<file path="src/hdl/phs_consts.svh">
// constants for the proximity switch homing sequencer
`ifndef PHS_CONSTS_SVH
`define PHS_CONSTS_SVH
`define PHS_METHOD_REAR 4'h5
`define PHS_METHOD_FRONT 4'h6
`define PHS_DIG_METHOD_LSB 0
`define PHS_DIG_DIR_LSB 4
`define PHS_DIG_POL_LSB 8
`define PHS_FILT_UNIT_CYC 16'h0014
`define PHS_SEL_HOMING 3'h0
`define PHS_ZERO32 32'h00000000
`define PHS_ZERO16 16'h0000
`define PHS_ONE16 16'h0001
`endif

</file>
<file path="src/hdl/phs_pkg.sv">
// types of the proximity switch homing sequencer
package phs_pkg;
    typedef enum logic [2:0] {
        PHS_IDLE,
        PHS_FAST,
        PHS_CREEP,
        PHS_WAIT_REAR,
        PHS_TRAVEL,
        PHS_DONE
    } phs_state_t;
endpackage

</file>
<file path="src/hdl/phs_input_filter.sv">
// input filter delaying one level by a programmable count of 1 us units
`timescale 1ns/1ns
`default_nettype none
`include "phs_consts.svh"
module phs_input_filter
(
    input wire logic i_clk,
    input wire logic i_rst_b,
    input wire logic [7:0] i_filt_units,
    input wire logic i_raw,
    output logic o_filt
);
    logic filt_reg;
    logic filt_next;
    logic [15:0] cnt_reg;
    logic [15:0] cnt_next;
    logic [15:0] limit;

    // limit in cycles; zero units passes the level one cycle late
    assign limit = 16'(i_filt_units * `PHS_FILT_UNIT_CYC);

    // count while the raw level differs from the accepted one
    always_comb
    begin
        filt_next = filt_reg;
        cnt_next = `PHS_ZERO16;
        if (i_raw != filt_reg)
        begin
            if (cnt_reg >= limit)
                filt_next = i_raw;
            else
                cnt_next = cnt_reg + `PHS_ONE16;
        end
    end

    always_ff @(posedge i_clk or negedge i_rst_b)
    begin
        if (!i_rst_b)
        begin
            filt_reg <= 1'b0;
            cnt_reg <= 16'h0000;
        end
        else
        begin
            filt_reg <= filt_next;
            cnt_reg <= cnt_next;
        end
    end

    assign o_filt = filt_reg;
endmodule // phs_input_filter
`default_nettype wire

</file>
<file path="src/hdl/phs_homing_seq.sv">
// homing sequencer for rear-end and count-type front-end proximity switch methods
`timescale 1ns/1ns
`default_nettype none
`include "phs_consts.svh"
// Operation
// - method digit 5 gives rear-end homing
// - method digit 6 gives front-end count homing
// - direction and switch polarity from parameter digits
// - homing speed until switch is seen
// - creep speed after switch seen
// - travel post-switch distance before fixing home
// - home shift added in both methods
// - homing acceleration constant applied throughout
// - position loaded from home data at completion
// - front mode: distances counted from front end
// - front end sampling sets home, speed dependent
// - every input except the move pulse delayed by filter time
// - rear mode: distances counted after rear end
module phs_homing_seq
    import phs_pkg::*;
(
    input wire logic i_clk,
    input wire logic i_rst_b,
    input wire logic i_auto_manual_select,
    input wire logic i_table_program_select_bit0,
    input wire logic i_table_program_select_bit1,
    input wire logic i_table_program_select_bit2,
    input wire logic i_program_mode,
    input wire logic i_homing_program_command,
    input wire logic i_start,
    input wire logic i_proximity_switch_input,
    input wire logic i_move_pulse,
    input wire logic [11:0] i_homing_method_param,
    input wire logic [15:0] i_homing_speed_param,
    input wire logic [15:0] i_creep_speed_param,
    input wire logic [31:0] i_home_shift_param,
    input wire logic [15:0] i_homing_accel_param,
    input wire logic [31:0] i_home_position_data_param,
    input wire logic [31:0] i_post_dog_travel_param,
    input wire logic [7:0] i_input_filter_time_param,
    output logic o_busy,
    output logic o_done,
    output logic o_move_dir,
    output logic [15:0] o_speed_cmd,
    output logic [15:0] o_accel_cmd,
    output logic o_pos_load,
    output logic [31:0] o_pos_value
);
    localparam int NIN = 7;
    logic [NIN-1:0] raw_in; // unfiltered external inputs
    logic [NIN-1:0] flt_in; // filtered copies
    logic f_auto, f_s0, f_s1, f_s2, f_prog, f_cmd, f_start;

    phs_state_t state_reg, state_next;
    logic dir_reg, dir_next;
    logic [15:0] speed_reg, speed_next;
    logic [15:0] accel_reg, accel_next;
    logic [31:0] remain_reg, remain_next; // pulses left to the home point
    logic load_reg, load_next;
    logic [31:0] posv_reg, posv_next;
    logic busy_reg, busy_next;
    logic done_reg, done_next;
    logic sw_prev_reg, sw_prev_next; // last switch level, for edges

    logic [3:0] method; // method digit of the parameter
    logic dog_on; // switch seen, polarity applied
    logic sel_ok;
    logic front_edge, rear_edge;

    // digit extraction used for method, direction and polarity
    function automatic logic [3:0] digit(input logic [11:0] p, input int lsb);
        digit = p[lsb +: 4];
    endfunction

    assign raw_in = {i_auto_manual_select, i_table_program_select_bit0,
        i_table_program_select_bit1, i_table_program_select_bit2,
        i_program_mode, i_homing_program_command, i_start};

    // every external input but the move pulse waits out the filter time
    genvar g;
    generate
        for (g = 0; g < NIN; g++)
        begin : g_filt
            phs_input_filter u_filt
            (
                .i_clk(i_clk),
                .i_rst_b(i_rst_b),
                .i_filt_units(i_input_filter_time_param),
                .i_raw(raw_in[g]),
                .o_filt(flt_in[g])
            );
        end
    endgenerate

    // switch filter is separate so polarity applies after it
    logic f_sw;
    phs_input_filter u_sw_filt
    (
        .i_clk(i_clk),
        .i_rst_b(i_rst_b),
        .i_filt_units(i_input_filter_time_param),
        .i_raw(i_proximity_switch_input),
        .o_filt(f_sw)
    );

    assign {f_auto, f_s0, f_s1, f_s2, f_prog, f_cmd, f_start} = flt_in;
    assign method = digit(i_homing_method_param, `PHS_DIG_METHOD_LSB);
    // polarity digit zero means switch active high
    assign dog_on = f_sw ^ (digit(i_homing_method_param, `PHS_DIG_POL_LSB) != 4'h0);
    // homing chosen by table selects all low or a program with the command
    assign sel_ok = f_auto && (f_prog ? f_cmd
        : ({f_s2, f_s1, f_s0} == `PHS_SEL_HOMING));
    assign front_edge = dog_on && !sw_prev_reg;
    assign rear_edge = !dog_on && sw_prev_reg;

    // sequencer next state; remaining distance counts on motion pulses
    always_comb
    begin
        state_next = state_reg;
        dir_next = dir_reg;
        speed_next = speed_reg;
        accel_next = accel_reg;
        remain_next = remain_reg;
        load_next = 1'b0;
        posv_next = posv_reg;
        busy_next = busy_reg;
        done_next = done_reg;
        sw_prev_next = dog_on;
        case (state_reg)
            PHS_IDLE:
            begin
                // only the two proximity methods start here
                if (f_start && sel_ok && (method == `PHS_METHOD_REAR
                    || method == `PHS_METHOD_FRONT))
                begin
                    state_next = PHS_FAST;
                    dir_next = digit(i_homing_method_param, `PHS_DIG_DIR_LSB) != 4'h0;
                    speed_next = i_homing_speed_param;
                    accel_next = i_homing_accel_param;
                    busy_next = 1'b1;
                    done_next = 1'b0;
                end
            end
            PHS_FAST:
            begin
                // front edge sampled here fixes where front-mode counting starts
                if (front_edge)
                begin
                    speed_next = i_creep_speed_param;
                    remain_next = 32'(i_post_dog_travel_param + i_home_shift_param);
                    state_next = (method == `PHS_METHOD_FRONT) ? PHS_TRAVEL
                        : PHS_WAIT_REAR;
                end
            end
            PHS_WAIT_REAR:
            begin
                // rear mode: distance counts only after the rear end
                if (rear_edge)
                    state_next = PHS_TRAVEL;
            end
            PHS_TRAVEL:
            begin
                if (remain_reg == `PHS_ZERO32)
                begin
                    state_next = PHS_DONE;
                    speed_next = `PHS_ZERO16;
                    load_next = 1'b1;
                    posv_next = i_home_position_data_param;
                end
                else if (i_move_pulse)
                    remain_next = remain_reg - 32'h00000001;
            end
            PHS_DONE:
            begin
                busy_next = 1'b0;
                done_next = 1'b1;
                state_next = PHS_IDLE;
            end
            default:
                state_next = PHS_IDLE;
        endcase
    end

    always_ff @(posedge i_clk or negedge i_rst_b)
    begin
        if (!i_rst_b)
        begin
            state_reg <= PHS_IDLE;
            dir_reg <= 1'b0;
            speed_reg <= 16'h0000;
            accel_reg <= 16'h0000;
            remain_reg <= 32'h00000000;
            load_reg <= 1'b0;
            posv_reg <= 32'h00000000;
            busy_reg <= 1'b0;
            done_reg <= 1'b0;
            sw_prev_reg <= 1'b0;
        end
        else
        begin
            state_reg <= state_next;
            dir_reg <= dir_next;
            speed_reg <= speed_next;
            accel_reg <= accel_next;
            remain_reg <= remain_next;
            load_reg <= load_next;
            posv_reg <= posv_next;
            busy_reg <= busy_next;
            done_reg <= done_next;
            sw_prev_reg <= sw_prev_next;
        end
    end

    assign o_busy = busy_reg;
    assign o_done = done_reg;
    assign o_move_dir = dir_reg;
    assign o_speed_cmd = speed_reg;
    assign o_accel_cmd = accel_reg;
    assign o_pos_load = load_reg;
    assign o_pos_value = posv_reg;
endmodule // phs_homing_seq
`default_nettype wire

</file>
<file path="config.mk">
export PLATFORM = sky130hd
export DESIGN_NAME = phs_homing_seq
export DESIGN_NICKNAME = d
export VERILOG_FILES = /design/src/hdl/phs_pkg.sv /design/src/hdl/phs_input_filter.sv /design/src/hdl/phs_homing_seq.sv
export VERILOG_INCLUDE_DIRS = /design/src /design/src/hdl
export SDC_FILE = /design/constraint.sdc
export NUM_CORES = 1
export LEC_CHECK = 0
export BUFFER_PORTS_ARGS = -buffer_cell sky130_fd_sc_hd__buf_2
export CAP_MARGIN = 15
export CORE_UTILIZATION = 45
export CTS_CLUSTER_DIAMETER = 80
export CTS_CLUSTER_SIZE = 10
export DETAILED_ROUTE_END_ITERATION = 12
export PLACE_DENSITY = 0.66
export RECOVER_POWER = 25
export SETUP_SLACK_MARGIN = 0.2
export SYNTH_ARGS = -nofsm -noshare
export SYNTH_HDL_FRONTEND = slang
export SYNTH_SLANG_ARGS = --single-unit
</file>
<file path="constraint.sdc">
create_clock -name i_clk -period 3.2 [get_ports i_clk]
set_input_delay 0.32 -clock i_clk [delete_from_list [all_inputs] [get_ports i_clk]]
set_output_delay 0.32 -clock i_clk [all_outputs]
set_load 0.03 [all_outputs]
</file>
==> results.sh, run 1 <==
export IMPL_grt_start_max_net_pins=97
export IMPL_syn_mean_instance_area_um2=9.431
export IMPL_final_setup_violation_count=0
export IMPL_n_antenna_cell=0
export IMPL_synth_edf_count=0
export IMPL_min_period_over_period=0.9875
export IMPL_minimum_setup_slack_among_reg_to_reg_paths_ns=0.25
export IMPL_placedCellCount=2226
export IMPL_cts_htree_levels=1
export IMPL_drt_drc_violations_left=0
export IMPL_gp_routability_congestion=0.8881
export IMPL_final_layout_fill_cell_count=2712
export IMPL_yosys_register_bits=240
export IMPL_instances_no_fill=2316
export IMPL_finalWirelength_mm=38.11
export IMPL_detailed_placement_hpwl_mm=27.44
export IMPL_post_synth_instance_area_mm2=0.01453
export IMPL_aggregate_global_route_resource_usage=0.2261
export IMPL_floorplan_rows=65
export IMPL_core_area_mm2=0.03164
export IMPL_cts_inserted_buffers=27
export IMPL_total_number_of_vias=12680
export IMPL_internal_power_mw=5.956
export IMPL_synth_warnings=0
export IMPL_status="complete, but fails checks"
export IMPL_routed_wire_length_per_instance_um=16.46
export IMPL_largest_register_ffs=112
export IMPL_synth_top_cell_by_area="sky130_fd_sc_hd__dfrtp_1"
export IMPL_globalRoute_totalOverflow=0
export IMPL_grt_pass1_vias=12471
export IMPL_clk_transition_reported_paths_ns=0.05
export IMPL_post_synth_top_cells="sky130_fd_sc_hd__dfrtp_1 (240), sky130_fd_sc_hd__nor2_1 (191), sky130_fd_sc_hd__ha_1 (124)"
export IMPL_final_min_clock_period_ns=3.160
export IMPL_ratio_of_cells_with_drive_above_1_in_the_final_layout=0.2732
export IMPL_synth_top_area_frac=0.4132
export IMPL_max_slew_worst_pin_slew_ns=2.479
export IMPL_clockRootBuffer="sky130_fd_sc_hd__clkbuf_16"
export IMPL_rsz0062_at_grt="yes"
export IMPL_synthDistinctLibCells=76
export IMPL_top_level_ports=243
export IMPL_drt_initial_drc_count=747
export IMPL_violations_in_the_final_reports="max-capacitance violations, max-slew violations"
export IMPL_ys_seq_area_frac=0.4132
export IMPL_synth_async_reset_ratio=1.000
export IMPL_static_leakage_power_nw=8.643
export IMPL_die_w_um=181.7
export IMPL_maxSlewViolCount=97
export IMPL_p_seq_frac=0.416
export IMPL_start_kind="input pin"
export IMPL_nets=2216
export IMPL_final_hold_violation_count=0
export IMPL_synthToLayoutAreaGrowth_pct=28.29
export IMPL_cp_required_ns=3.68
export IMPL_comb_power_share=0.289
export IMPL_detailedRoute_firstPassIterationCount=7
export IMPL_floorplan_initialDensity=0.4594
export IMPL_highest_achievable_clock_rate_mhz=316.5
export IMPL_worst_endpoint_arrival_ns=3.64
export IMPL_wire_length_of_the_first_global_routing_pass_mm=61.19
export IMPL_maxCapViolations=1
export IMPL_yosys_top_cells_area="sky130_fd_sc_hd__dfrtp_1 (41%), sky130_fd_sc_hd__ha_1 (11%), sky130_fd_sc_hd__xor2_1 (5.1%), sky130_fd_sc_hd__nor2_1 (4.9%), sky130_fd_sc_hd__mux2_2 (4.4%)"
export IMPL_switching_share=0.3384
export IMPL_antenna_violating_nets_post_route=0
export IMPL_clkPwrFrac=0.295
export IMPL_slew_headroom=-0.6528
export IMPL_crit_type="in2reg"
export IMPL_numClockSinks=240
export IMPL_postSynth_topFlopCell="sky130_fd_sc_hd__dfrtp_1"
export IMPL_yosysMostFrequentCell="sky130_fd_sc_hd__dfrtp_1"
export IMPL_cts_tree="done"
export IMPL_synthesis_instances=1541
export IMPL_hold_worst_slack_ns=0.02057
export IMPL_worst_skew_pair_late_latency_ns=0.55
export IMPL_power_switching_mw=3.047
export IMPL_detailedPlace_worstSlack_ns=-0.6386
export IMPL_via_per_inst=5.475
export IMPL_power_density_mw_per_mm2=482.8
export IMPL_grt_antenna_before_repair=0
export IMPL_floorplan_die_area_mm2=0.03302
export IMPL_max_clock_path_buffers=3
export IMPL_setup_worst_path_end_class="flip-flop"
export IMPL_skew_ns=0.02909
export IMPL_peakVddDrop_v=0.0004695
export IMPL_die_h_um=181.7
export IMPL_timing_hold_worst_class="in2reg"
export IMPL_finalWorstSetupSlack_ns=0.03995
export IMPL_crit_fanout=7
export IMPL_io_buffers=242
power by group through the flow:
stage	Combinational, mW	Sequential, mW	Clock, mW
global route	2.87	3.80	2.85
detailed placement	2.45	3.77	0
global placement	2.39	3.76	0
finish	2.61	3.74	2.66
floorplan	1.31	4.01	0
CTS	2.53	3.72	2.72
cells by family after synthesis:
family | count (synthesis) | share of synthesized area
and+or+nand+nor | 547 | 0.1797
AOI/OAI and AO/OA | 329 | 0.1414
DFF | 240 | 0.4132
adders and majority gates | 134 | 0.1155
xor gates and xnor gates | 127 | 0.07653
buffers and inverters | 105 | 0.02850
muxes | 58 | 0.04485
other | 1 | 0.0002580
worst paths after layout:
check / from / endpoint / cells after the start
worst max-delay path: i_input_filter_time_param[4] / g_filt[2].u_filt.cnt_reg[10] / 15
worst min-delay path: i_homing_accel_param[12] / o_accel_cmd[12] / 2
worst max register to register: g_filt[2].u_filt.cnt_reg[2] / g_filt[2].u_filt.cnt_reg[10] / 11
worst min register to register: o_speed_cmd[9] / o_speed_cmd[9] / 2
max in group asynchronous: i_rst_b / o_speed_cmd[6] / 3
min in group asynchronous: i_rst_b / g_filt[4].u_filt.cnt_reg[7] / 2
metal layers:
metal	routed length [µm]	share of wire	track usage
met1	17120	0.45	0.3031
met2	18170	0.48	0.3842
met4	889	0.023	0.05627
met5	0	0	0
met3	1932	0.051	0.03189
critical path: stages:
cell and delay, ns:
sky130_fd_sc_hd__buf_8 0.10, sky130_fd_sc_hd__ha_4 0.28, sky130_fd_sc_hd__ha_4 0.21, sky130_fd_sc_hd__a211oi_4 0.22, sky130_fd_sc_hd__o21ai_2 0.08, sky130_fd_sc_hd__o211a_4 0.15, sky130_fd_sc_hd__o21ai_4 0.26, sky130_fd_sc_hd__ha_4 0.26
sky130_fd_sc_hd__a41oi_2 0.19, sky130_fd_sc_hd__a21oi_2 0.05, sky130_fd_sc_hd__maj3_2 0.31, sky130_fd_sc_hd__maj3_2 0.30, sky130_fd_sc_hd__maj3_2 0.36, sky130_fd_sc_hd__a211o_4 0.41, sky130_fd_sc_hd__nor2_1 0.12
cell type report:
cell class | count | area [µm²] | area share
clock buffers | 27 | 675.6 | 0.03624
repair buffers | 372 | 2447 | 0.1313
flip-flops and latches | 240 | 6006 | 0.3221
well taps | 402 | 503.0 | 0.02698
multi-input cells | 1213 | 8762 | 0.4699
inverters | 61 | 231.5 | 0.01241
clock inverters | 1 | 20.02 | 0.001074
through the flow:
stage	util	power (mW)	setup TNS [ns]	area (µm²)
global placement	0.5393	6.150	-38.00	17060
global route	0.5894	9.513	-0.09428	18650
CTS	0.5808	8.979	0	18370
detailed placement	0.5393	6.220	-46.58	17060
finish	0.5894	9.003	0	18650
floorplan	-	5.321	-7.423	14940
repair_timing:
action | in CTS | in global routing
pin swaps | 22 | 36
hold endpoints to repair | 136 | 0
gates cloned | 2 | 1
gates resized for setup | 26 | 51
setup buffers | 7 | 8
hold buffers | 44 | 0
endpoints found under the setup margin | 46 | 119
cell usage in the layout, fill, tap and decap left out, types with 6 or more instances in the layout:
cell type                       count
sky130_fd_sc_hd__a211oi_1           7
sky130_fd_sc_hd__a21o_1            12
sky130_fd_sc_hd__a21oi_1           69
sky130_fd_sc_hd__a22oi_1           18
sky130_fd_sc_hd__a31oi_1           17
sky130_fd_sc_hd__and3_1            28
sky130_fd_sc_hd__buf_12             7
sky130_fd_sc_hd__buf_2            238
sky130_fd_sc_hd__buf_4             71
sky130_fd_sc_hd__buf_6              7
sky130_fd_sc_hd__clkbuf_16         28
sky130_fd_sc_hd__conb_1            16
sky130_fd_sc_hd__dfrtp_1          240
sky130_fd_sc_hd__dlygate4sd3_1     44
sky130_fd_sc_hd__ha_1             110
sky130_fd_sc_hd__ha_4              13
sky130_fd_sc_hd__inv_1             60
sky130_fd_sc_hd__maj3_2             7
sky130_fd_sc_hd__mux2_2            54
sky130_fd_sc_hd__nand2_1          111
sky130_fd_sc_hd__nand2b_1          18
sky130_fd_sc_hd__nand3_1           67
sky130_fd_sc_hd__nand4_1           21
sky130_fd_sc_hd__nor2_1           165
sky130_fd_sc_hd__nor2_2            20
sky130_fd_sc_hd__nor2_4             6
sky130_fd_sc_hd__nor2b_1            7
sky130_fd_sc_hd__nor3_1            38
sky130_fd_sc_hd__nor4_1            12
sky130_fd_sc_hd__o21a_1            12
sky130_fd_sc_hd__o21ai_0           96
sky130_fd_sc_hd__o21ai_1           11
sky130_fd_sc_hd__o221ai_1           6
sky130_fd_sc_hd__o22ai_1            8
sky130_fd_sc_hd__o31ai_1            6
sky130_fd_sc_hd__or3_1              7
sky130_fd_sc_hd__xnor2_1           41
sky130_fd_sc_hd__xor2_1            84
Note: power is estimated with default switching activity, not from simulation.
==> inputs of run 2 (changes only) <==
Settings changed: CORE_UTILIZATION 45 to 30, PLACE_DENSITY 0.66 to not set.
Clock period 3.2 ns to 3.74 ns, I/O delays scaled along.
==> results.sh, run 2 (synthesis results as in run 1) <==
export IMPL_nets=2175
export IMPL_finalInstanceArea_mm2=0.01818
export IMPL_grt_start_max_net_pins=86
export IMPL_via_per_inst=4.984
export IMPL_cts_repair_resized=0
export IMPL_total_number_of_vias=12440
export IMPL_final_min_clock_period_ns=3.280
export IMPL_finalWirelength_mm=38.25
export IMPL_peakVddDrop_v=0.0003937
export IMPL_floorplan_rows=80
export IMPL_placedCellCount=2421
export IMPL_die_h_um=222.1
export IMPL_largest_register_ffs=112
export IMPL_routed_wire_length_per_instance_um=15.32
export IMPL_clk_transition_reported_paths_ns=0.06
export IMPL_final_layout_fill_cell_count=4670
export IMPL_slew_headroom=-0.5130
export IMPL_status="complete, but fails checks"
export IMPL_clockRootBuffer="sky130_fd_sc_hd__clkbuf_16"
export IMPL_io_buffers=242
export IMPL_minimum_setup_slack_among_reg_to_reg_paths_ns=0.56
export IMPL_worst_endpoint_arrival_ns=3.79
export IMPL_grt_antenna_before_repair=5
export IMPL_timing_hold_worst_class="in2reg"
export IMPL_crit_fanout=14
export IMPL_drt_drc_violations_left=0
export IMPL_setup_worst_path_end_class="flip-flop"
export IMPL_cts_inserted_buffers=29
export IMPL_aggregate_global_route_resource_usage=0.1565
export IMPL_final_hold_violation_count=0
export IMPL_hold_worst_slack_ns=0.03444
export IMPL_wire_length_of_the_first_global_routing_pass_mm=63.69
export IMPL_floorplan_die_area_mm2=0.04933
export IMPL_power_density_mw_per_mm2=426.9
export IMPL_drt_initial_drc_count=662
export IMPL_detailed_placement_hpwl_mm=27.59
export IMPL_core_area_mm2=0.04775
export IMPL_gp_routability_congestion=0.8581
export IMPL_crit_type="in2reg"
export IMPL_detailedRoute_firstPassIterationCount=5
export IMPL_worst_skew_pair_late_latency_ns=0.58
export IMPL_rsz0062_at_grt="no"
export IMPL_die_w_um=222.1
export IMPL_globalRoute_totalOverflow=0
export IMPL_numClockSinks=240
export IMPL_mostFrequentLayoutCell="sky130_fd_sc_hd__buf_2"
export IMPL_holdPathEnd="o_pos_value[21]"
export IMPL_cts_tree="done"
export IMPL_cts_htree_levels=1
export IMPL_top_level_ports=243
export IMPL_register_area_mm2=0.006006
export IMPL_min_period_over_period=0.8769
export IMPL_floorplan_initialDensity=0.3044
export IMPL_cts_hold_fix_bufs=37
export IMPL_highest_achievable_clock_rate_mhz=304.9
export IMPL_fin_tns_setup_ns=0
export IMPL_regToRegStartpoint="remain_reg[0]"
export IMPL_design_power_mw=7.764
export IMPL_timing_rr_end="remain_reg[30]"
export IMPL_multi_input_area_mm2=0.008377
export IMPL_post_cts_setup_buffer_count=0
export IMPL_hold_start="i_home_position_data_param[21]"
export IMPL_maxCapViolations=1
export IMPL_cp_required_ns=4.25
export IMPL_violations_in_the_final_reports="max-capacitance violations, max-slew violations"
export IMPL_commonest_cells_after_routing_fill_and_taps_aside="sky130_fd_sc_hd__buf_2 (241), sky130_fd_sc_hd__dfrtp_1 (240), sky130_fd_sc_hd__nor2_1 (190)"
export IMPL_static_leakage_power_nw=8.399
export IMPL_antenna_violating_nets_post_route=0
export IMPL_dpl_instance_area_mm2=0.01703
export IMPL_ratio_of_cells_with_drive_above_1_in_the_final_layout=0.2331
export IMPL_hold_path_stages=2
export IMPL_skew_ns=0.01342
export IMPL_maxSlewViolCount=84
export IMPL_worst_r2r_cell_count=11
export IMPL_instances_no_fill=2496
export IMPL_synthToLayoutAreaGrowth_pct=25.12
export IMPL_grt_pass1_vias=12703
export IMPL_start_kind="input pin"
export IMPL_max_slew_worst_pin_slew_ns=2.270
export IMPL_final_setup_violation_count=0
export IMPL_max_clock_path_buffers=3
-- run 2: changes by cell type in the layout (fill, tap and decap cells not counted), sizes merged --
cell         previous run  this run
clkinv                  0         3
dlygate4sd3            44        37
a211o                   6         4
diode                   0         2
clkinvlp                0         1
clkbuf                 30        32
buf                   325       293
-- run 2: power breakdown --
| group | internal, mW | switching, mW | leakage [nW] |
|---|---|---|---|
| clock | 1.40 | 1.12 | 0.388 |
| combinational | 0.804 | 1.25 | 4.81 |
| sequential | 2.91 | 0.276 | 3.20 |
| total | 5.12 | 2.65 | 8.40 |
-- run 2: per-stage QoR --
stage	setup WS, ns	utilization
5_1_grt	0.2385	0.3808
4_1_cts	0.4747	0.3810
2_1_floorplan	0.1922	-
3_5_place_dp	-0.1267	0.3567
3_3_place_gp	-0.07311	0.3567
6_report	0.4602	0.3809
-- run 2: how the worst max path moves through the flow --
stage / from / end / cells past startpoint
5_1_grt: i_input_filter_time_param[4] / g_filt[6].u_filt.cnt_reg[8] / 19
3_5_place_dp: i_input_filter_time_param[2] / g_filt[1].u_filt.cnt_reg[11] / 15
6_report: i_input_filter_time_param[2] / g_filt[2].u_filt.cnt_reg[11] / 15
2_1_floorplan: i_input_filter_time_param[1] / g_filt[2].u_filt.cnt_reg[0] / 15
3_3_place_gp: i_input_filter_time_param[4] / g_filt[1].u_filt.cnt_reg[2] / 15
4_1_cts: i_input_filter_time_param[1] / g_filt[2].u_filt.cnt_reg[11] / 15
-- run 2: per-layer routing --
| metal | global-route usage | routed length (µm) | share of wire | up-vias |
|---|---|---|---|---|
| li1 | - | - | - | 6142 |
| met1 | 0.1996 | 17100 | 0.45 | 5920 |
| met2 | 0.2622 | 17820 | 0.47 | 307 |
| met3 | 0.03061 | 2209 | 0.058 | 65 |
| met4 | 0.05600 | 1085 | 0.028 | 6 |
| met5 | 0 | 34 | 0.00089 | - |
-- run 2: critical path, stage by stage --
cell and delay, ns:
sky130_fd_sc_hd__buf_2 0.13, sky130_fd_sc_hd__ha_4 0.27, sky130_fd_sc_hd__ha_4 0.20, sky130_fd_sc_hd__a211oi_2 0.23, sky130_fd_sc_hd__o21ai_1 0.10, sky130_fd_sc_hd__o211a_1 0.15, sky130_fd_sc_hd__o21ai_4 0.31, sky130_fd_sc_hd__ha_4 0.26
sky130_fd_sc_hd__a41oi_2 0.15, sky130_fd_sc_hd__a21oi_1 0.06, sky130_fd_sc_hd__maj3_2 0.31, sky130_fd_sc_hd__maj3_2 0.29, sky130_fd_sc_hd__maj3_2 0.33, sky130_fd_sc_hd__a211o_1 0.45, sky130_fd_sc_hd__nor2_1 0.17
-- run 2: final cells by class --
cell class                      count  area share
Clock inverter                      5    0.002546
Tap cell                          615     0.04231
Timing Repair Buffer              331      0.1105
Clock buffer                       31     0.04087
Sequential cell                   240      0.3303
Inverter                           61     0.01259
Multi-Input combinational cell   1211      0.4606
Antenna cell                        2   0.0002752
